### config.mk
export PLATFORM = sky130hd
export DESIGN_NAME = pps_top
export DESIGN_NICKNAME = d
export VERILOG_FILES = /design/src/design/pps_pkg.sv /design/src/design/pps_top.sv
export SDC_FILE = /design/constraint.sdc
export NUM_CORES = 1
export LEC_CHECK = 0
export ABC_AREA = 1
export BUFFER_PORTS_ARGS = -buffer_cell sky130_fd_sc_hd__buf_2
export CAP_MARGIN = 10
export CORE_ASPECT_RATIO = 0.6
export CORE_MARGIN = 5
export CORE_UTILIZATION = 45
export CTS_CLUSTER_DIAMETER = 40
export CTS_CLUSTER_SIZE = 40
export DETAILED_ROUTE_END_ITERATION = 10
export HOLD_SLACK_MARGIN = 0.03
export PLACE_DENSITY_LB_ADDON = 0.3
export SETUP_SLACK_MARGIN = 0.5
export SKIP_LAST_GASP = 1
export SYNTH_ARGS = -nofsm -noshare
export SYNTH_HDL_FRONTEND = slang
export SYNTH_SLANG_ARGS = --single-unit
export TNS_END_PERCENT = 10
### constraint.sdc
create_clock -name CLOCK -period 2.2 [get_ports CLOCK]
set_clock_uncertainty 0.15 [all_clocks]
set_input_delay 0.22 -clock CLOCK [delete_from_list [all_inputs] [get_ports CLOCK]]
set_output_delay 0.22 -clock CLOCK [all_outputs]
set_load 0.01 [all_outputs]
### src/design/pps_pkg.sv
// Constants for the protection and sync block.
// Assumes a 200 MHz core clock and comparator flags as raw asynchronous levels.
package pps_pkg;
  localparam int CLK_PERIOD_PS      = 5000;
  // Short-circuit fault timer, in microseconds
  localparam int SC_FAULT_TIME_US   = 125000;
  localparam int SC_FAULT_CYCLES    = SC_FAULT_TIME_US * (1000000 / CLK_PERIOD_PS);
  // Least sync pulse width, in nanoseconds
  localparam int SYNC_MIN_PULSE_NS  = 500;
  localparam int SYNC_MIN_CYCLES    = (SYNC_MIN_PULSE_NS * 1000 + CLK_PERIOD_PS - 1)
                                      / CLK_PERIOD_PS;
  localparam int PERIOD_W           = 24;
  localparam int SC_CNT_W           = 26;
  localparam int SYNC_BITS          = 9;
  // Hiccup phases on the PWM supply
  typedef enum logic [1:0]
  {
    HIC_RUN    = 2'h0,
    HIC_FIRST  = 2'h1,
    HIC_SECOND = 2'h2,
    HIC_WAIT   = 2'h3
  } pps_hic_t;
endpackage : pps_pkg

### src/design/pps_top.sv
// Protection and synchronisation logic of the PFC/PWM controller.
// Assumes analog comparators deliver flags and ARST_N follows the supply reset.
// Operation
// Sync falling crossings are clock events; their spacing sets switching period.
// Sync source holds each pulse at least the minimum width.
// Divided PWM gate drive may feed the PFC sync input.
// Captured clock edge sets PFC drive only at zero current, then clears.
// Overvoltage forces PFC gate low and control switch off, auto resume.
// Undervoltage shuts the whole PFC section into low consumption.
// Feedback pulled low or open reads as undervoltage.
// Overcurrent forces PFC gate low; re-enable next clock if cleared.
// Feedback above fault level for full timer declares short-circuit fault.
// Fault disables PFC bias and runs PWM supply double hiccup.
// Fault recovers when supply above start and feedback below threshold.
// Current sense above limit ends the PWM on-pulse.
// Current sense above latch level latches PWM off until supply reset.
// All flags and sync pass two flip-flops before use; PFC_ON_TIME_DONE and both PWM supply flags are used unsynchronised.
`timescale 1ns/1ps
module pps_top
  import pps_pkg::*;
#(
  parameter int SC_CYCLES = pps_pkg::SC_FAULT_CYCLES
)
(
  input  wire logic                         CLOCK,
  input  wire logic                         ARST_N,
  input  wire logic                         SYNC_MODE,
  input  wire logic                         SYNC_IN,
  input  wire logic                         OSC_CLOCK,
  input  wire logic                         ZERO_CURRENT_DETECT,
  input  wire logic                         OVERVOLTAGE_GUARD,
  input  wire logic                         UNDERVOLTAGE_GUARD,
  input  wire logic                         OVERCURRENT_GUARD,
  input  wire logic                         PFC_ON_TIME_DONE,
  input  wire logic                         PWM_FB_ABOVE_FAULT,
  input  wire logic                         PWM_SUPPLY_ABOVE_START,
  input  wire logic                         PWM_SUPPLY_BELOW_STOP,
  input  wire logic                         PWM_CS_ABOVE_LIMIT,
  input  wire logic                         PWM_CS_ABOVE_LATCH,
  input  wire logic                         PWM_CLOCK_EVENT,
  output logic                              PFC_GATE_DRIVE,
  output logic                              PWM_GATE_DRIVE,
  output logic                              CONTROL_SWITCH_ON,
  output logic                              PFC_SHUTDOWN,
  output logic                              PFC_BIAS_ENABLE,
  output logic                              PWM_SUPPLY_CHARGE,
  output logic                              SC_FAULT,
  output logic                              PWM_LATCHED_OFF,
  output logic [pps_pkg::PERIOD_W-1:0]      SYNC_PERIOD,
  output logic                              SYNC_PERIOD_VALID
);
  import pps_pkg::*;

  logic [SYNC_BITS-1:0] meta_r;
  logic [SYNC_BITS-1:0] sync_r;
  logic [SYNC_BITS-1:0] raw_in;
  logic                 clk_src_d_r;
  logic                 edge_latch_r;
  logic                 pfc_drive_r;
  logic                 pwm_drive_r;
  logic                 pwm_latch_r;
  logic [SC_CNT_W-1:0]  sc_cnt_r;
  logic                 fault_r;
  pps_hic_t             hic_r;
  pps_hic_t             hic_nxt;
  logic [PERIOD_W-1:0]  per_cnt_r;
  logic [PERIOD_W-1:0]  period_r;
  logic                 per_valid_r;
  logic                 seen_edge_r;

  assign raw_in = {PWM_CLOCK_EVENT, PWM_CS_ABOVE_LATCH, PWM_CS_ABOVE_LIMIT,
                   PWM_FB_ABOVE_FAULT, OVERCURRENT_GUARD, UNDERVOLTAGE_GUARD,
                   OVERVOLTAGE_GUARD, ZERO_CURRENT_DETECT,
                   SYNC_MODE ? SYNC_IN : OSC_CLOCK};

  // two-stage sync per flag
  genvar gi;
  generate
    for (gi = 0; gi < SYNC_BITS; gi++)
    begin : g_sync
      always_ff @(posedge CLOCK or negedge ARST_N)
      begin
        if (!ARST_N)
        begin
          meta_r[gi] <= 1'b0;
          sync_r[gi] <= 1'b0;
        end
        else
        begin
          meta_r[gi] <= raw_in[gi];
          sync_r[gi] <= meta_r[gi];
        end
      end
    end
  endgenerate

  wire clk_src   = sync_r[0];
  wire zero_cur  = sync_r[1];
  wire over_v    = sync_r[2];
  wire under_v   = sync_r[3];
  wire over_i    = sync_r[4];
  wire fb_fault  = sync_r[5];
  wire cs_limit  = sync_r[6];
  wire cs_latch  = sync_r[7];
  wire pwm_clk   = sync_r[8];
  // falling crossing is the clock event
  wire clk_fall  = clk_src_d_r & ~clk_src;
  // undervoltage holds PFC in shutdown
  // open or pulled-low feedback shows as undervoltage
  wire pfc_off   = under_v | fault_r;
  // set drive only at zero current
  wire pfc_set   = edge_latch_r & zero_cur & ~pfc_off & ~over_v & ~over_i;
  // overvoltage forces gate low
  // overcurrent forces gate low
  wire pfc_kill  = over_v | over_i | pfc_off | PFC_ON_TIME_DONE;
  // limit ends the on-pulse
  // latch level holds gate off
  wire pwm_kill  = cs_limit | cs_latch | pwm_latch_r | fault_r;
  wire sc_done   = (sc_cnt_r == SC_CNT_W'(SC_CYCLES - 1));

  always_ff @(posedge CLOCK or negedge ARST_N)
  begin
    if (!ARST_N)
    begin
      clk_src_d_r  <= 1'b0;
      edge_latch_r <= 1'b0;
      pfc_drive_r  <= 1'b0;
    end
    else
    begin
      clk_src_d_r  <= clk_src;
      // edge captured, cleared on set
      if (clk_fall)
        edge_latch_r <= 1'b1;
      else if (pfc_set)
        edge_latch_r <= 1'b0;
      // resumes only at a later clock event
      if (pfc_kill)
        pfc_drive_r <= 1'b0;
      else if (pfc_set)
        pfc_drive_r <= 1'b1;
    end
  end

  // period between successive falling edges
  always_ff @(posedge CLOCK or negedge ARST_N)
  begin
    if (!ARST_N)
    begin
      per_cnt_r   <= '0;
      period_r    <= '0;
      per_valid_r <= 1'b0;
      seen_edge_r <= 1'b0;
    end
    else if (clk_fall)
    begin
      per_cnt_r   <= PERIOD_W'(1);
      seen_edge_r <= 1'b1;
      period_r    <= per_cnt_r;
      per_valid_r <= seen_edge_r;
    end
    else if (per_cnt_r != '1)
      per_cnt_r <= per_cnt_r + PERIOD_W'(1);
  end

  // timer restarts when feedback drops
  always_ff @(posedge CLOCK or negedge ARST_N)
  begin
    if (!ARST_N)
      sc_cnt_r <= '0;
    else if (!fb_fault || fault_r)
      sc_cnt_r <= '0;
    else if (!sc_done)
      sc_cnt_r <= sc_cnt_r + SC_CNT_W'(1);
  end

  // two discharge cycles of the supply, charge off until HIC_WAIT
  always_comb
  begin
    hic_nxt = hic_r;
    case (hic_r)
      HIC_RUN:
        if (sc_done && fb_fault)
          hic_nxt = HIC_FIRST;
      HIC_FIRST:
        if (PWM_SUPPLY_BELOW_STOP)
          hic_nxt = HIC_SECOND;
      HIC_SECOND:
        if (PWM_SUPPLY_BELOW_STOP)
          hic_nxt = HIC_WAIT;
      HIC_WAIT:
        // self-recovery condition
        if (PWM_SUPPLY_ABOVE_START && !fb_fault)
          hic_nxt = HIC_RUN;
      default:
        hic_nxt = HIC_RUN;
    endcase
  end

  always_ff @(posedge CLOCK or negedge ARST_N)
  begin
    if (!ARST_N)
    begin
      hic_r       <= HIC_RUN;
      fault_r     <= 1'b0;
      pwm_latch_r <= 1'b0;
      pwm_drive_r <= 1'b0;
    end
    else
    begin
      hic_r   <= hic_nxt;
      fault_r <= (hic_nxt != HIC_RUN);
      // cleared only by supply reset
      if (cs_latch)
        pwm_latch_r <= 1'b1;
      if (pwm_kill)
        pwm_drive_r <= 1'b0;
      else if (pwm_clk)
        pwm_drive_r <= 1'b1;
    end
  end

  assign PFC_GATE_DRIVE    = pfc_drive_r;
  assign PWM_GATE_DRIVE    = pwm_drive_r;
  // control switch held off
  assign CONTROL_SWITCH_ON = ~(over_v | pfc_off);
  assign PFC_SHUTDOWN      = pfc_off;
  // bias removed during fault
  assign PFC_BIAS_ENABLE   = ~fault_r;
  assign PWM_SUPPLY_CHARGE = (hic_r == HIC_WAIT) | (hic_r == HIC_RUN);
  assign SC_FAULT          = fault_r;
  assign PWM_LATCHED_OFF   = pwm_latch_r;
  assign SYNC_PERIOD       = period_r;
  assign SYNC_PERIOD_VALID = per_valid_r;
endmodule : pps_top

==> metrics.txt <==
Yosys top cell area share about half; Setup crit start kind flip-flop; ant diodes 0; vias in the first global route 4,277; total power about 4.2 mW; wire per inst around 15 microns; row count 29; final instance area 6200 sq um; CTS Buf Count 9; initial antenna violation count 0; power per cell area between 600 and 700 nW/um^2; Critical Path AT roughly 1.3 ns; post-route setup slack about 0.50 ns; Cell Area, Synth 5020 sq um; peak supply drop between 0.4 and 0.5 mV; Final setup viols 0; outcome complete, no violations; Main synth FF type dfrtp_1; post-DP HPWL between 9 and 10 mm; hold crit path type primary input to flip-flop; endpoint class of the critical path output pin; I/O pins 49; H-tree depth 3; drt drc 0; gr ovfl total 0; slowest CP cell dfrtp_1; Antenna Nets Post-Route 0; Root Driver clkbuf_16; DIE AREA ~13,000 sq um; Initial Util 46.8%; Syn Inst Count 640; count of cell types in the netlist 32; sequential share of the synthesized area 50.8%; Worst Path Required 1.83 ns; # nets final between 700 and 800; Final Max Slew Viols 0; fin crit period between 1.5 and 2 ns; maxcap violations 0; GRT Total Usage around 20%; Worst-Skew Late Latency 0.35 ns; via count roughly 4,600; Crit path largest cell delay 0.42 ns; post-layout util 57.7%; Area after DPL 5470 sq um; die width 146 microns; Max Root-Sink Buffers 2; TritonCTS clock tree yes; relative slew slack about two thirds; CP Class flip-flop to output pin; Pre-antenna DRT Iters 5; final hold violation count 0; Placed Cells about 830; top post-synthesis cells by area dfrtp_1 (51%), nand2_1 (14%), nor2_1 (6.9%), inv_1 (5.5%), nand3_1 (5.1%); Setup TNS 0 ns; drt first-iter violations 360; actual slew at the worst max-slew pin 0.487 ns; overall routed net length between 10 and 15 mm; Non-Filler Instances roughly 900; layout cell share with drive strength beyond 1 about 20%; Fillers 968; largest net degree at the start of global routing 51; DR vias/cell around 5.3; yosys warns 0; Clock transition at path regs 0.07 ns; hold slack 0.108 ns; Seq cells post-synth just over 100; number of synthesized flops with an enable pin 0; Final period util 77.1%; top-count cell post-synth nand2_1; Async SR Flop Fraction 100%; area of the core approximately 11,000 sq um; Setup WS pre-CTS approximately 0.3 ns; port buffer count 48; synth cell count leaders nand2_1 (186), dfrtp_1 (102), nor2_1 (93), inv_1 (73), nand3_1 (51); fmax 0.590 GHz; die height roughly 92 microns; RSZ-0062 raised after global routing yes; first-pass GRT wire length 21.9 mm; Avg Inst Size Synth roughly 8 sq um; area leader, netlist dfrtp_1; Critical Path, Cell by Cell or2_4, nor2_4, buf_2; critical path fanouts, max 4; Layout area overhead 23.4%; final RePlAce weighted congestion 1.04; Synthesized Nets 662; leak pwr 2.94 nW; clock sink total 102
[logic make-up (layout without fill, tap and decap cells)]
logic type      after synthesis  after routing  share of synthesized area, %
xor+xnor                      2              2                         0.349
buf+inv                      86            181                          6.80
compound gates               69             69                          7.25
mux                           1              1                         0.224
flops                       102            102                          50.8
fa+ha+maj                     6              6                          1.49
simple gates                374            375                          33.1
[registers in the layout (all words and copies together) (netlist names), 2 cells and up]
name         cells
SYNC_PERIOD     24
hic_r            2
meta_r           9
per_cnt_r       24
sc_cnt_r        26
[critical path: cells and delay by family, from the launching register on]
| family | cells | cell delay (ns) |
|---|---|---|
| buffers and inverters | 1 | 0.14 |
| DFF | 1 | 0.42 |
| and+or+nand+nor | 2 | 0.42 |
[layout make-up]
type / instances / area, sq um / share of cell area [%]
multi-input cells: 453 / 2260 / 36.5
clock buffers: 11 / 253 / 4.08
well taps: 139 / 174 / 2.81
inverters: 75 / 282 / 4.54
flip-flops and latches: 102 / 2560 / 41.2
repair buffers: 90 / 606 / 9.77
clock inverters: 5 / 63.8 / 1.03
[worst paths after layout]
check	cells past startpoint	end	start	slack, ns
max in group asynchronous	3	hic_r[0]$_DFF_PN0_	ARST_N	1.02
min	5	hic_r[0]$_DFF_PN0_	PWM_SUPPLY_BELOW_STOP	0.11
max	3	CONTROL_SWITCH_ON	SC_FAULT$_DFF_PN0_	0.50
min in group asynchronous	2	sc_cnt_r[0]$_DFFE_PN0P_	ARST_N	0.23
min reg2reg	0	clk_src$_DFF_PN0_	meta_r[0]$_DFF_PN0_	0.20
max reg2reg	10	sc_cnt_r[6]$_DFFE_PN0P_	sc_cnt_r[1]$_DFFE_PN0P_	0.51
[where the power goes]
group,leakage [nW],switching (mW),internal (mW)
sequential,1.35,0.0868,1.97
clock,0.153,0.731,0.957
combinational,1.44,0.285,0.182
total,2.94,1.10,3.11
[cells in the final DEF (no fill, tap or decap), types with 4 or more instances in the layout]
| cell | n |
|---|---|
| clkbuf_16 | 9 |
| nor2_1 | 83 |
| a21oi_1 | 12 |
| nor2_4 | 10 |
| nand2_1 | 180 |
| nand2_2 | 8 |
| o21ai_0 | 44 |
| o31ai_1 | 5 |
| dlygate4sd3_1 | 12 |
| dfrtp_1 | 99 |
| nand4_1 | 16 |
| buf_4 | 27 |
| buf_2 | 48 |
| ha_1 | 4 |
| inv_1 | 72 |
| nand3_2 | 4 |
| nand3_1 | 48 |
| nor2_2 | 9 |
[routing by layer]
metal	wire, microns	track usage (%)	vias to the layer above
met3	1220	6.75	16
met2	5300	26.7	187
li1	-	-	2223
met5	0	0	-
met4	161	5.24	0
met1	6890	31.6	2217
[timing repair]
action                                 4_1_cts  5_1_grt
setup endpoints to repair                   40       58
pin swaps                                    2       13
gates resized for setup                     15       25
cloned                                       0        2
hold buffers                                12        0
setup buffers                                8       11
endpoints found under the hold margin       45        0
Note: power is estimated with default switching activity, not from simulation.
